<file path="src/rtl/dss_pkg.sv">
// Shared constants and types for the drive start/stop sequencer.
// Assumes a single 125 MHz clock and an APB register port with 32-bit data.
package dss_pkg;

  // ***************************************************************
  // Timing
  // ***************************************************************
  localparam int unsigned CLK_MHZ = 125;              // System clock rate
  localparam int unsigned CYC_PER_MS = CLK_MHZ * 1000; // Cycles in one millisecond
  localparam int unsigned HALT_N_MIN_MS = 100;        // Least low time of halt_n
  localparam int unsigned HALT_N_MIN_CYC = HALT_N_MIN_MS * CYC_PER_MS;
  localparam int unsigned HALT_DEF_MS = 10000;        // Default halt ramp, 10.0 s
  localparam int unsigned VEL_FULL = 65535;           // Full-scale velocity steps
  // Cycles per one-LSB step so full scale takes the halt time
  localparam longint unsigned HALT_DEF_PROD = longint'(HALT_DEF_MS) * CYC_PER_MS;
  localparam logic [31:0] HALT_DEF_STEP = 32'(HALT_DEF_PROD / VEL_FULL);
  localparam int unsigned HCNT_W = 24;                // Width of halt_n filter counter

  // ***************************************************************
  // Register map (byte addresses)
  // ***************************************************************
  localparam int unsigned AW = 8;
  localparam logic [AW-1:0] OFS_CTRL = 8'h00;      // Mode and selection bits
  localparam logic [AW-1:0] OFS_REF = 8'h04;       // Remote reference
  localparam logic [AW-1:0] OFS_KPTGT = 8'h08;     // keypad_target
  localparam logic [AW-1:0] OFS_INCH = 8'h0c;      // inch_target
  localparam logic [AW-1:0] OFS_RISE = 8'h10;      // rise_ramp_duration
  localparam logic [AW-1:0] OFS_FALL = 8'h14;      // fall_ramp_duration
  localparam logic [AW-1:0] OFS_IRISE = 8'h18;     // inch_rise_duration
  localparam logic [AW-1:0] OFS_HALT = 8'h1c;      // halt_ramp_duration
  localparam logic [AW-1:0] OFS_SHOLD = 8'h20;     // stack_hold_interval
  localparam logic [AW-1:0] OFS_OFFSET = 8'h24;    // velocity_offset preset
  localparam logic [AW-1:0] OFS_STATUS = 8'h28;    // Read-only state
  localparam logic [AW-1:0] OFS_VEL = 8'h2c;       // Read-only velocities

  // CTRL fields
  localparam int unsigned CB_SEQ_REM = 0;    // Start/stop from terminals
  localparam int unsigned CB_REF_REM = 1;    // Reference from register
  localparam int unsigned CB_NORM_FW = 2;    // normal_halt_select: 1 freewheel
  localparam int unsigned CB_QUICK_FW = 3;   // quick_halt_select: 1 freewheel
  localparam int unsigned CB_FREEZE = 4;     // freeze_ramp
  localparam int unsigned CB_TRIP_RST = 5;   // Write 1: trip reset pulse
  localparam int unsigned CB_WIRE_LO = 6;    // Wire mode, 2 bits
  localparam int unsigned CB_OFS_EN = 8;     // velocity_offset in use
  localparam logic [15:0] CTRL_RST = 16'h0003;  // Remote both, ramp stop

  localparam logic [1:0] WIRE_ONE = 2'h0;
  localparam logic [1:0] WIRE_TWO = 2'h1;
  localparam logic [1:0] WIRE_THREE = 2'h2;

  // ***************************************************************
  // Types
  // ***************************************************************
  typedef enum logic [2:0] {S_IDLE, S_RUN, S_JOG, S_FALL, S_TRIM, S_HOLD, S_TRIP} dss_state_t;

  typedef struct packed {
    logic run;                // Remote run / go_forward
    logic reverse;            // Remote reverse / go_backward
    logic jog;                // Remote jog
    logic halt_n;             // Stop request, active low
    logic quick_halt_n;       // Forced fast stop, active low
    logic freewheel_halt_n;   // Forced coast stop, active low
    logic power_stage_enable; // Power stage permit
    logic trip;               // Trip condition present
    logic key_run;
    logic key_stop;
    logic key_jog;
    logic key_dir;            // Keypad direction, 1 reverse
  } dss_pins_t;

  localparam int unsigned PIN_W = $bits(dss_pins_t);
  // Stop inputs idle high so reset does not look like a stop
  localparam dss_pins_t PIN_RST = '{run: 1'b0, reverse: 1'b0, jog: 1'b0, halt_n: 1'b1,
    quick_halt_n: 1'b1, freewheel_halt_n: 1'b1, power_stage_enable: 1'b0, trip: 1'b0,
    key_run: 1'b0, key_stop: 1'b0, key_jog: 1'b0, key_dir: 1'b0};

endpackage

</file>
<file path="src/rtl/dss_sequencer.sv">
// Start/stop sequencer with velocity_command ramps and an APB register port.
// Assumes pins arrive asynchronously; APB runs on mclk_i.
// Notes on behaviour
// Remote run ramps to reference, holds there
// Jog ramps to inch target while held
// Run key latches; stop key stops
// Jog key acts only while held
// Run or jog exclusive; change after stop
// In-motion from start until stage quenched
// No-fault flag false only while tripped
// Reset: ramp stop, 10 s halt ramp
// Ramped stop: fall ramp, then offset ramp
// Without offset, fall ramp reaches zero
// Stage held energised for hold interval
// Zero fall time or freeze: halt rate
// Freewheel: zero demand, stage off at once
// Quick halt stops by its own method
// Freewheel halt wins, disables stage immediately
// Trip coasts; restart needs clear and reset
// Halt_n low over 100 ms stops; the code only clears the three-wire latches, so other modes ignore halt_n
// Two-wire run and reverse together stop
// Three-wire latches only while halt_n high
// Jog is never latched
// Power permit low forces stage off
// Sequencing and reference chosen independently
// Ramps step linearly, one LSB per step
`timescale 1ns/1ps
`default_nettype none

module dss_sequencer
  import dss_pkg::*;
#(
  parameter int unsigned HALT_MIN_CYC = HALT_N_MIN_CYC  // Shorten for simulation
) (
  input wire logic mclk_i,
  input wire logic rstn_i,
  input wire logic psel_i,
  input wire logic penable_i,
  input wire logic pwrite_i,
  input wire logic [AW-1:0] paddr_i,
  input wire logic [31:0] pwdata_i,
  output logic [31:0] prdata_o,
  output logic pready_o,
  output logic pslverr_o,
  input wire dss_pins_t pins_i,
  output logic [15:0] velocity_command_o,
  output logic [15:0] velocity_offset_o,
  output logic direction_request_out_o,
  output logic power_stage_en_o,
  output logic in_motion_flag_o,
  output logic no_fault_flag_o
);

  // ***************************************************************
  // Pin synchronisers
  // ***************************************************************
  logic [PIN_W-1:0] s1_ff; // First stage, read only by second
  logic [PIN_W-1:0] s2_ff; // Safe to use
  dss_pins_t pin;

  genvar gi;
  generate
    for (gi = 0; gi < PIN_W; gi++)
    begin : g_sync
      // Two flops per pin
      always_ff @(posedge mclk_i)
      begin
        if (!rstn_i)
        begin
          s1_ff[gi] <= PIN_RST[gi];
          s2_ff[gi] <= PIN_RST[gi];
        end
        else
        begin
          s1_ff[gi] <= pins_i[gi];
          s2_ff[gi] <= s1_ff[gi];
        end
      end
    end
  endgenerate
  assign pin = dss_pins_t'(s2_ff);

  // ***************************************************************
  // Registers and APB slave
  // ***************************************************************
  logic [15:0] ctrl_ff;
  logic [15:0] ref_ff, kptgt_ff, inch_ff, ofsp_ff;
  logic [31:0] rise_ff, fall_ff, irise_ff, halt_ff, shold_ff;
  logic [31:0] rdata_ff;
  logic rdy_ff, err_ff;
  dss_state_t state_ff, nxt_state;
  logic [15:0] vel_ff, off_ff;
  logic dir_ff, pwr_ff, motion_ff, nofault_ff;

  wire apb_setup = psel_i & ~penable_i;                 // Decode in setup
  wire apb_wr = psel_i & penable_i & pready_o & pwrite_i; // Write commit edge
  wire addr_ok = (paddr_i <= OFS_VEL) && (paddr_i[1:0] == 2'h0);
  wire ro_hit = (paddr_i == OFS_STATUS) || (paddr_i == OFS_VEL);
  wire trip_rst = apb_wr && (paddr_i == OFS_CTRL) && pwdata_i[CB_TRIP_RST];
  logic [31:0] rd_mux;

  // Read data selection
  always_comb
  begin
    case (paddr_i)
      OFS_CTRL: rd_mux = {16'h0000, ctrl_ff};
      OFS_REF: rd_mux = {16'h0000, ref_ff};
      OFS_KPTGT: rd_mux = {16'h0000, kptgt_ff};
      OFS_INCH: rd_mux = {16'h0000, inch_ff};
      OFS_RISE: rd_mux = rise_ff;
      OFS_FALL: rd_mux = fall_ff;
      OFS_IRISE: rd_mux = irise_ff;
      OFS_HALT: rd_mux = halt_ff;
      OFS_SHOLD: rd_mux = shold_ff;
      OFS_OFFSET: rd_mux = {16'h0000, ofsp_ff};
      OFS_STATUS: rd_mux = {24'h000000, nofault_ff, motion_ff, pwr_ff, dir_ff,
                            1'b0, state_ff};
      OFS_VEL: rd_mux = {off_ff, vel_ff};
      default: rd_mux = 32'h00000000;
    endcase
  end

  // Answer one cycle after setup: pready high in first access cycle
  always_ff @(posedge mclk_i)
  begin
    if (!rstn_i)
    begin
      rdy_ff <= 1'b0;
      err_ff <= 1'b0;
      rdata_ff <= 32'h00000000;
    end
    else
    begin
      rdy_ff <= apb_setup;
      err_ff <= apb_setup & ~addr_ok;
      rdata_ff <= apb_setup ? rd_mux : rdata_ff;
    end
  end

  // Register writes; trip reset bit does not stick
  always_ff @(posedge mclk_i)
  begin
    if (!rstn_i)
    begin
      ctrl_ff <= CTRL_RST;
      ref_ff <= 16'h0000;
      kptgt_ff <= 16'h0000;
      inch_ff <= 16'h0000;
      ofsp_ff <= 16'h0000;
      rise_ff <= 32'h00000000;
      fall_ff <= 32'h00000000;
      irise_ff <= 32'h00000000;
      halt_ff <= HALT_DEF_STEP;
      shold_ff <= 32'h00000000;
    end
    else if (apb_wr && addr_ok && !ro_hit)
    begin
      case (paddr_i)
        OFS_CTRL: ctrl_ff <= pwdata_i[15:0] & ~(16'h0001 << CB_TRIP_RST);
        OFS_REF: ref_ff <= pwdata_i[15:0];
        OFS_KPTGT: kptgt_ff <= pwdata_i[15:0];
        OFS_INCH: inch_ff <= pwdata_i[15:0];
        OFS_RISE: rise_ff <= pwdata_i;
        OFS_FALL: fall_ff <= pwdata_i;
        OFS_IRISE: irise_ff <= pwdata_i;
        OFS_HALT: halt_ff <= pwdata_i;
        OFS_SHOLD: shold_ff <= pwdata_i;
        OFS_OFFSET: ofsp_ff <= pwdata_i[15:0];
        default: ctrl_ff <= ctrl_ff;
      endcase
    end
  end

  // ***************************************************************
  // Command decoding
  // ***************************************************************
  wire seq_rem = ctrl_ff[CB_SEQ_REM];
  wire ref_rem = ctrl_ff[CB_REF_REM];
  wire [1:0] wire_mode = ctrl_ff[CB_WIRE_LO +: 2];
  wire force_coast = ~pin.freewheel_halt_n | ~pin.power_stage_enable;
  wire quick = ~pin.quick_halt_n & ~force_coast;
  logic [HCNT_W-1:0] hcnt_ff;
  logic halt_req;
  logic latf_ff, latb_ff, kprun_ff;
  // Three-wire latches live only in remote three-wire mode, so a mode change cannot start a run from a stale one; kprun_ff is kept in all modes
  wire three_w = seq_rem && (wire_mode == WIRE_THREE);

  // Halt_n must stay low past the least time to count as a stop
  assign halt_req = ~pin.halt_n && (hcnt_ff == HCNT_W'(HALT_MIN_CYC - 1));

  always_ff @(posedge mclk_i)
  begin
    if (!rstn_i)
      hcnt_ff <= '0;
    else if (pin.halt_n)
      hcnt_ff <= '0;
    else if (!halt_req)
      hcnt_ff <= hcnt_ff + 1'b1;
  end

  // Three-wire and keypad start latches; jog is never latched
  always_ff @(posedge mclk_i)
  begin
    if (!rstn_i)
    begin
      latf_ff <= 1'b0;
      latb_ff <= 1'b0;
      kprun_ff <= 1'b0;
    end
    else
    begin
      if (halt_req || force_coast || quick || pin.trip || !three_w)
      begin
        latf_ff <= 1'b0;
        latb_ff <= 1'b0;
      end
      else if (pin.halt_n && pin.run && !pin.reverse)
      begin
        latf_ff <= 1'b1;
        latb_ff <= 1'b0;
      end
      else if (pin.halt_n && pin.reverse && !pin.run)
      begin
        latf_ff <= 1'b0;
        latb_ff <= 1'b1;
      end
      // Stop key wins over run key; forced stops drop the latch too
      if (pin.key_stop || force_coast || quick || pin.trip)
        kprun_ff <= 1'b0;
      else if (pin.key_run)
        kprun_ff <= 1'b1;
    end
  end

  logic fwd_req, bwd_req;
  // Remote start request per wire mode
  always_comb
  begin
    case (wire_mode)
      WIRE_ONE:
      begin
        fwd_req = pin.run;
        bwd_req = 1'b0;
      end
      WIRE_TWO:
      begin
        fwd_req = pin.run & ~pin.reverse;
        bwd_req = pin.reverse & ~pin.run;
      end
      WIRE_THREE:
      begin
        fwd_req = latf_ff;
        bwd_req = latb_ff;
      end
      default:
      begin
        fwd_req = 1'b0;
        bwd_req = 1'b0;
      end
    endcase
  end

  wire run_cmd = seq_rem ? (fwd_req | bwd_req) : kprun_ff;
  wire run_dir = seq_rem ? bwd_req : pin.key_dir;
  wire jog_cmd = seq_rem ? pin.jog : pin.key_jog;
  wire [15:0] run_tgt = ref_rem ? ref_ff : kptgt_ff;

  // ***************************************************************
  // Sequencer state machine
  // ***************************************************************
  wire stop_run = quick | ~run_cmd;
  wire stop_jog = quick | ~jog_cmd;
  wire stop_fw = quick ? ctrl_ff[CB_QUICK_FW] : ctrl_ff[CB_NORM_FW];
  logic [31:0] hold_ff;
  logic [31:0] pre_ff;

  always_comb
  begin
    nxt_state = state_ff;
    if (pin.trip)
      nxt_state = S_TRIP;
    else if (force_coast && state_ff != S_TRIP)
      nxt_state = S_IDLE;
    else
    begin
      case (state_ff)
        S_IDLE:
          if (quick)
            nxt_state = S_IDLE;
          else if (run_cmd)
            nxt_state = S_RUN;
          else if (jog_cmd)
            nxt_state = S_JOG;
        S_RUN:
          if (stop_run)
            nxt_state = stop_fw ? S_IDLE : S_FALL;
        S_JOG:
          if (stop_jog)
            nxt_state = stop_fw ? S_IDLE : S_FALL;
        S_FALL:
          if (vel_ff == 16'h0000)
            nxt_state = ctrl_ff[CB_OFS_EN] ? S_TRIM : S_HOLD;
        S_TRIM:
          if (off_ff == 16'h0000)
            nxt_state = S_HOLD;
        S_HOLD:
          if (hold_ff >= shold_ff)
            nxt_state = S_IDLE;
        S_TRIP:
          if (trip_rst)
            nxt_state = S_IDLE;
        default: nxt_state = S_IDLE;
      endcase
    end
  end

  // ***************************************************************
  // Ramp engine
  // ***************************************************************
  logic [15:0] tgt;
  logic [31:0] dur;
  wire fall_slow = (fall_ff == 32'h00000000) | ctrl_ff[CB_FREEZE];

  // Target and step period per state
  always_comb
  begin
    case (state_ff)
      S_RUN:
      begin
        tgt = run_tgt;
        dur = rise_ff;
      end
      S_JOG:
      begin
        tgt = inch_ff;
        dur = irise_ff;
      end
      S_FALL:
      begin
        tgt = 16'h0000;
        dur = fall_slow ? halt_ff : fall_ff;
      end
      default:
      begin
        tgt = 16'h0000;
        dur = halt_ff;
      end
    endcase
  end

  // One LSB per step, one step every dur cycles (at least one)
  wire step = (pre_ff + 32'h00000001 >= dur);
  wire moving = (nxt_state == state_ff);
  wire live = (nxt_state != S_IDLE) && (nxt_state != S_TRIP);

  always_ff @(posedge mclk_i)
  begin
    if (!rstn_i)
      pre_ff <= 32'h00000000;
    else if (!moving || step)
      pre_ff <= 32'h00000000;
    else
      pre_ff <= pre_ff + 32'h00000001;
  end

  // State, velocity, offset and hold counter
  always_ff @(posedge mclk_i)
  begin
    if (!rstn_i)
    begin
      state_ff <= S_IDLE;
      vel_ff <= 16'h0000;
      off_ff <= 16'h0000;
      hold_ff <= 32'h00000000;
      dir_ff <= 1'b0;
    end
    else
    begin
      state_ff <= nxt_state;
      hold_ff <= (state_ff == S_HOLD) ? hold_ff + 32'h00000001 : 32'h00000000;
      if (!live)
        vel_ff <= 16'h0000;
      else if (step && state_ff != S_TRIM && state_ff != S_HOLD)
      begin
        if (vel_ff < tgt)
          vel_ff <= vel_ff + 16'h0001;
        else if (vel_ff > tgt)
          vel_ff <= vel_ff - 16'h0001;
      end
      // Offset tracks its preset until a ramped stop trims it
      if (state_ff == S_TRIM && step && off_ff != 16'h0000)
        off_ff <= off_ff - 16'h0001;
      else if (state_ff == S_HOLD || state_ff == S_TRIM)
        off_ff <= off_ff;
      else
        off_ff <= ctrl_ff[CB_OFS_EN] ? ofsp_ff : 16'h0000;
      // Direction taken only at start; a reversal needs a stop first
      if (state_ff == S_IDLE && nxt_state != S_IDLE)
        dir_ff <= run_cmd ? run_dir : (seq_rem ? pin.reverse : pin.key_dir);
    end
  end

  // Status outputs, all registered
  always_ff @(posedge mclk_i)
  begin
    if (!rstn_i)
    begin
      pwr_ff <= 1'b0;
      motion_ff <= 1'b0;
      nofault_ff <= 1'b1;
    end
    else
    begin
      pwr_ff <= live & pin.power_stage_enable & ~force_coast;
      motion_ff <= live;
      nofault_ff <= (nxt_state != S_TRIP);
    end
  end

  assign prdata_o = rdata_ff;
  assign pready_o = rdy_ff;
  assign pslverr_o = err_ff;
  assign velocity_command_o = vel_ff;
  assign velocity_offset_o = off_ff;
  assign direction_request_out_o = dir_ff;
  assign power_stage_en_o = pwr_ff;
  assign in_motion_flag_o = motion_ff;
  assign no_fault_flag_o = nofault_ff;

  // ***************************************************************
  // Assertions
  // ***************************************************************
  property p_coast_wins;
    @(posedge mclk_i) disable iff (!rstn_i) !pin.freewheel_halt_n |=> !power_stage_en_o;
  endproperty
  a_coast_wins: assert property (p_coast_wins) else $error("stage on in coast");

  property p_permit;
    @(posedge mclk_i) disable iff (!rstn_i) !pin.power_stage_enable |=> !power_stage_en_o;
  endproperty
  a_permit: assert property (p_permit) else $error("stage on without permit");

  property p_trip;
    @(posedge mclk_i) disable iff (!rstn_i)
      pin.trip |=> !no_fault_flag_o && !power_stage_en_o && velocity_command_o == 16'h0000;
  endproperty
  a_trip: assert property (p_trip) else $error("trip not honoured");

  property p_motion;
    @(posedge mclk_i) disable iff (!rstn_i) power_stage_en_o |-> in_motion_flag_o;
  endproperty
  a_motion: assert property (p_motion) else $error("stage on while not in motion");

  property p_two_wire;
    @(posedge mclk_i) disable iff (!rstn_i)
      seq_rem && wire_mode == WIRE_TWO && pin.run && pin.reverse && state_ff == S_RUN
      |=> state_ff != S_RUN;
  endproperty
  a_two_wire: assert property (p_two_wire) else $error("both inputs kept run");

  property p_jog_held;
    @(posedge mclk_i) disable iff (!rstn_i) state_ff == S_JOG && !jog_cmd |=> state_ff != S_JOG;
  endproperty
  a_jog_held: assert property (p_jog_held) else $error("jog continued");

  property p_exclusive;
    @(posedge mclk_i) disable iff (!rstn_i) state_ff == S_RUN |=> state_ff != S_JOG;
  endproperty
  a_exclusive: assert property (p_exclusive) else $error("run went to jog");

  property p_freewheel;
    @(posedge mclk_i) disable iff (!rstn_i)
      state_ff == S_RUN && nxt_state == S_IDLE |=> velocity_command_o == 16'h0000
      && !power_stage_en_o;
  endproperty
  a_freewheel: assert property (p_freewheel) else $error("freewheel not immediate");

  property p_hold_energised;
    @(posedge mclk_i) disable iff (!rstn_i)
      state_ff == S_HOLD && pin.power_stage_enable && !force_coast && !pin.trip
      |-> power_stage_en_o;
  endproperty
  a_hold_energised: assert property (p_hold_energised) else $error("stage off in hold");

  property p_linear;
    @(posedge mclk_i) disable iff (!rstn_i)
      state_ff == S_RUN && $past(state_ff) == S_RUN
      |-> (velocity_command_o - $past(velocity_command_o) + 16'h0001) <= 16'h0002;
  endproperty
  a_linear: assert property (p_linear) else $error("ramp jumped");

  c_run: cover property (@(posedge mclk_i) disable iff (!rstn_i) state_ff == S_RUN);
  c_trim: cover property (@(posedge mclk_i) disable iff (!rstn_i) state_ff == S_TRIM);
  c_trip_clr: cover property (@(posedge mclk_i) disable iff (!rstn_i)
    state_ff == S_TRIP ##1 state_ff == S_IDLE);

endmodule // dss_sequencer

`default_nettype wire

</file>
<file path="config.mk">
export PLATFORM = sky130hd
export DESIGN_NAME = dss_sequencer
export DESIGN_NICKNAME = d
export VERILOG_FILES = /design/src/rtl/dss_pkg.sv /design/src/rtl/dss_sequencer.sv
export SDC_FILE = /design/constraint.sdc
export NUM_CORES = 1
export LEC_CHECK = 0
export BUFFER_PORTS_ARGS = -buffer_cell sky130_fd_sc_hd__buf_2
export CAP_MARGIN = 20
export CORE_MARGIN = 10
export CORE_UTILIZATION = 50
export DETAILED_ROUTE_END_ITERATION = 7
export PLACE_DENSITY = 0.78
export SLEW_MARGIN = 20
export SYNTH_ARGS = -nofsm -noshare
export SYNTH_HDL_FRONTEND = slang
export SYNTH_SLANG_ARGS = --single-unit
</file>
<file path="constraint.sdc">
create_clock -name mclk_i -period 14.2 [get_ports mclk_i]
set_input_delay 2.84 -clock mclk_i [delete_from_list [all_inputs] [get_ports mclk_i]]
set_output_delay 2.84 -clock mclk_i [all_outputs]
set_load 0.02 [all_outputs]
</file>
==> results.rst <==
.. list-table::
   :header-rows: 1

   * - Metric
     - Value
   * - Cell Pwr Density
     - 106 nW/um^2
   * - Final hold viol count
     - 0
   * - Rows
     - 76
   * - Deepest clock path buffer count
     - 3
   * - Number of nets produced by synthesis
     - 2815
   * - Htree depth
     - 2
   * - Clk pin slew, worst setup/hold paths
     - 60 ps
   * - Cell types with the largest area share after synthesis
     - dfxtp_1 40%, nand2_1 10%, a21oi_1 7.4%
   * - Total global routing track utilization
     - 28.6%
   * - Number of top-level pins
     - 127
   * - Core region area
     - around 43000 um^2
   * - Unrepaired setup endpoints after global routing
     - false
   * - Net switching power
     - 589 uW
   * - Placed cells
     - 3223
   * - Layout cell share with drive strength beyond 1
     - 12.5%
   * - Share of the synthesized area in the top cell type
     - 39.6%
   * - Via count normalized by instance count
     - 6.41
   * - Launching point of the worst reg2reg path
     - state_ff[1]
   * - Count of buffers added by post-CTS timing repair for setup
     - 0
   * - Finished Layout Cells
     - 3304
   * - Maximum net fanout on the critical path
     - 50
   * - CTS Sinks
     - 427
   * - Outcome
     - finished, violations left
   * - Count of flip-flops with a built-in enable after synthesis
     - 0
   * - Die Y-Extent
     - 228 um
   * - Crit path kind
     - flop to flop
   * - Final critical path time including I/O delays and setup
     - a little under 6000 ps
   * - Critical Path Source Type
     - flop
   * - TritonCTS clock tree
     - done
   * - Synth Area in Compound Gates
     - a little over 20%
   * - Internal
     - 1.96 mW
   * - Setup slack of the worst register-to-register path
     - 8340 ps
   * - Total standard cell area after synthesis
     - 21600 um^2
   * - Combinational Power Share
     - 3.4%
   * - Final global-route overflow total
     - 0
   * - Fraction of registers with async set/reset
     - 0%
   * - Switching share of power
     - approximately 23%
   * - CTS root buf
     - clkbuf_16
   * - Primary FF master, synth
     - dfxtp_1
   * - Data required time at the worst endpoint
     - roughly 15000 ps
   * - Number of max-slew violations in the final report
     - 0
   * - Clock Skews
     - 37.1 ps
   * - Clock network power share
     - approximately half
   * - Synthesis warning total
     - 0
   * - WL final
     - 78300 um
   * - Die extent in x
     - 228 um
   * - Detailed-placement wirelength estimate
     - 53100 um
   * - Cts repair resizes
     - 0
   * - Count of port buffers added during placement
     - 126
   * - ANT cells
     - 0
   * - Final Cycle Share
     - 41.3%
   * - Total power after layout
     - between 2 and 3 mW
   * - Combined buffer and inverter count along the critical path
     - 2
   * - Initial cell density of the core
     - 50.4%
   * - Sequential-to-total area share from yosys stat
     - 39.6%
   * - Worst slew margin
     - 27.8%
   * - DRC violation count after routing
     - 26
   * - Number of inserted filler cells in the final layout
     - 3810
   * - Max-cap violation count
     - 0
   * - Multiplexer share of the synthesized area
     - ~1.8%
   * - Area growth syn-to-layout
     - 11.7%
   * - Number of global-route vias before repair
     - 19931
   * - Stages on the worst setup path
     - 18
   * - RR Endpoint
     - velocity_command_o[14]
   * - Share of synthesized cell area in and, or, nand and nor gates
     - 23.3%
   * - Clock buffers created by TritonCTS
     - 46
   * - Number of standard cells after synthesis
     - 2655
   * - Post-synthesis average cell area
     - 8.13 um^2
   * - Top Family by Delay on Critical Path
     - compound AO/OA/AOI/OAI gates
   * - Critical Path, Cell by Cell
     - nor3b_2 -> buf_4 -> a22oi_1 -> ha_1 -> nand4_1 -> nor3_1 -> o221ai_1 -> o211ai_1 -> buf_4 -> ha_1 -> a211oi_1 -> o21ai_0 -> a311oi_1 -> o21bai_1 -> a21oi_1 -> mux2i_1 -> o21bai_1 -> a21oi_1
   * - Via count
     - around 21000
   * - Setup TNS
     - 0 ps
   * - Cell variety after synth
     - 79
   * - Setup-violating endpoint count in the final report
     - 0
   * - Adder-cell area share of the yosys netlist
     - around 6.0%
   * - Post-detailed-route count of antenna-violating nets
     - 0
   * - Peak ir drop on the vdd network
     - 0.0872 mV
   * - Critical Path End Type
     - flop
   * - Violations in the final reports
     - design-rule violations
   * - Register bit count reported by yosys
     - 427
   * - Count of TritonRoute iterations in the first routing pass
     - 8
   * - Path category of the worst min-delay check
     - flop to flop
   * - Total area of multi-input combinational cells
     - between 10000 and 15000 um^2
   * - Leakage power of the design
     - 8.50 nW
   * - Maximum single-stage delay on the critical path
     - 820 ps
   * - Floorplan die area
     - 51900 um^2
   * - Worst path slowest cell
     - dfxtp_1
   * - Placer Congestion
     - 1.01
   * - Worst-Margin Slew
     - 1080 ps
   * - Post-synthesis share of cell area spent on xor and xnor gates
     - 4.21%
   * - Clock latency on the worst-skew pair
     - 610 ps
   * - Net count, final
     - between 2000 and 3000
   * - Starting DRT DRC Count
     - 3527
   * - Area of all sequential standard cells
     - 8550 um^2
   * - Largest family of logic cells by synthesized area
     - simple AND/OR/NAND/NOR gates
   * - Hold Path Sink
     - kprun_ff
   * - Max frequency
     - 171 MHz
   * - Initial antenna violation count
     - 3
   * - Maximum number of pins on one net before global-route repair
     - 114
   * - Worst hold stages
     - 1
   * - Worst reg2reg path depth
     - 18
   * - Utilization after layout
     - 56.3%
   * - Average wire per standard cell
     - 23.7 um
   * - Library cell occupying the most area in the post-synthesis netlist
     - dfxtp_1
   * - Sequential Power Share
     - 47.3%
   * - Hold buffer count at cts
     - 0
   * - Startpoint of the tightest hold check path
     - pin[2]
   * - Wire length of the first global-routing pass
     - 119000 um
   * - Endpoint arrival time on the critical path
     - 6390 ps
[layout make-up]
type | instances | share of cell area (%)
multi-input combinational | 1987 | 50.3
timing repair buffer | 165 | 3.83
sequential | 427 | 35.4
inverter | 59 | 0.949
clock buffer | 62 | 5.43
tap | 585 | 3.03
clock inverter | 19 | 1.03
[placed cells by master, fill, tap and decap left out, drive strengths merged, types with 15 or more instances in the layout]
master	n
nand3	86
nand4	35
clkbuf	62
and2	25
xor2	49
mux2i	20
inv	62
o21ai	50
dfxtp	427
a211oi	15
a222oi	54
and3	20
nor2	152
ha	102
xnor2	54
a21oi	320
a31oi	25
nand2	579
buf	165
a22o	21
a22oi	80
nor4	69
a21boi	32
mux2	17
nor3	25
a221oi	23
[registers in the layout, summed over array words and instances (netlist names), 15 cells and up]
signal / cells
velocity_offset_o: 16
hold_ff: 32
ctrl_ff: 15
prdata_o: 32
halt_ff: 32
fall_ff: 32
shold_ff: 32
ofsp_ff: 16
rise_ff: 32
inch_ff: 16
pre_ff: 32
kptgt_ff: 16
irise_ff: 32
ref_ff: 16
velocity_command_o: 16
hcnt_ff: 24
[per-stage QoR]
stage / hold slack [ps] / instance area, um^2 / worst slack [ps]
floorplan: 375 / 21600 / 8970
global placement: 401 / 22600 / 8390
detailed placement: 385 / 22600 / 8200
CTS: 408 / 24100 / 8550
global route: 421 / 24100 / 8160
finish: 410 / 24100 / 8340
[layer usage]
layer,up-vias,wire length [um],global-route usage [%]
li1,9521,-,-
met1,9965,31000,37.8
met2,1395,33400,42.8
met3,283,9670,6.61
met4,2,4260,14.5
met5,-,11,0
[power by group through the flow]
| stage | Clock [mW] | Combinational, mW | Sequential [mW] |
|---|---|---|---|
| 6_report | 1.26 | 0.0873 | 1.21 |
| 5_1_grt | 1.31 | 0.0914 | 1.21 |
| 4_1_cts | 1.26 | 0.0840 | 1.21 |
| 3_5_place_dp | 0 | 0.0838 | 1.23 |
| 3_3_place_gp | 0 | 0.0815 | 1.23 |
| 2_1_floorplan | 0 | 0.0528 | 1.23 |
[worst max-delay path by stage]
stage,endpoint,from,slack [ps]
CTS,velocity_command_o[14],state_ff[1],8550
finish,velocity_command_o[14],state_ff[1],8340
global route,velocity_command_o[14],state_ff[1],8160
global placement,shold_ff[27],paddr_i[7],8390
floorplan,pre_ff[11],paddr_i[7],8970
detailed placement,shold_ff[19],paddr_i[7],8200
[kinds of logic after synthesis]
kind of cell	count (synthesis)
adder cells (fa/ha/maj)	103
multiplexers	37
flip-flops	427
AO/OA/AOI/OAI	673
XOR/XNOR	103
AND/OR/NAND/NOR	1071
buffers and inverters	241
[Yosys cell counts (20+ instances only)]
library cell / n
nand2_1: 579
dfxtp_1: 427
a21oi_1: 319
nor2_1: 148
clkbuf_1: 147
ha_1: 102
nand3_1: 86
a22oi_1: 80
inv_1: 58
a222oi_1: 54
xnor2_1: 53
xor2_1: 49
o21ai_0: 47
nor4_1: 39
nand4_1: 35
a21boi_0: 32
nor4_2: 29
a31oi_1: 25
nor3_1: 25
and2_1: 24
a221oi_1: 23
and3_1: 20
mux2i_1: 20
Note: power is estimated with default switching activity, not from simulation.
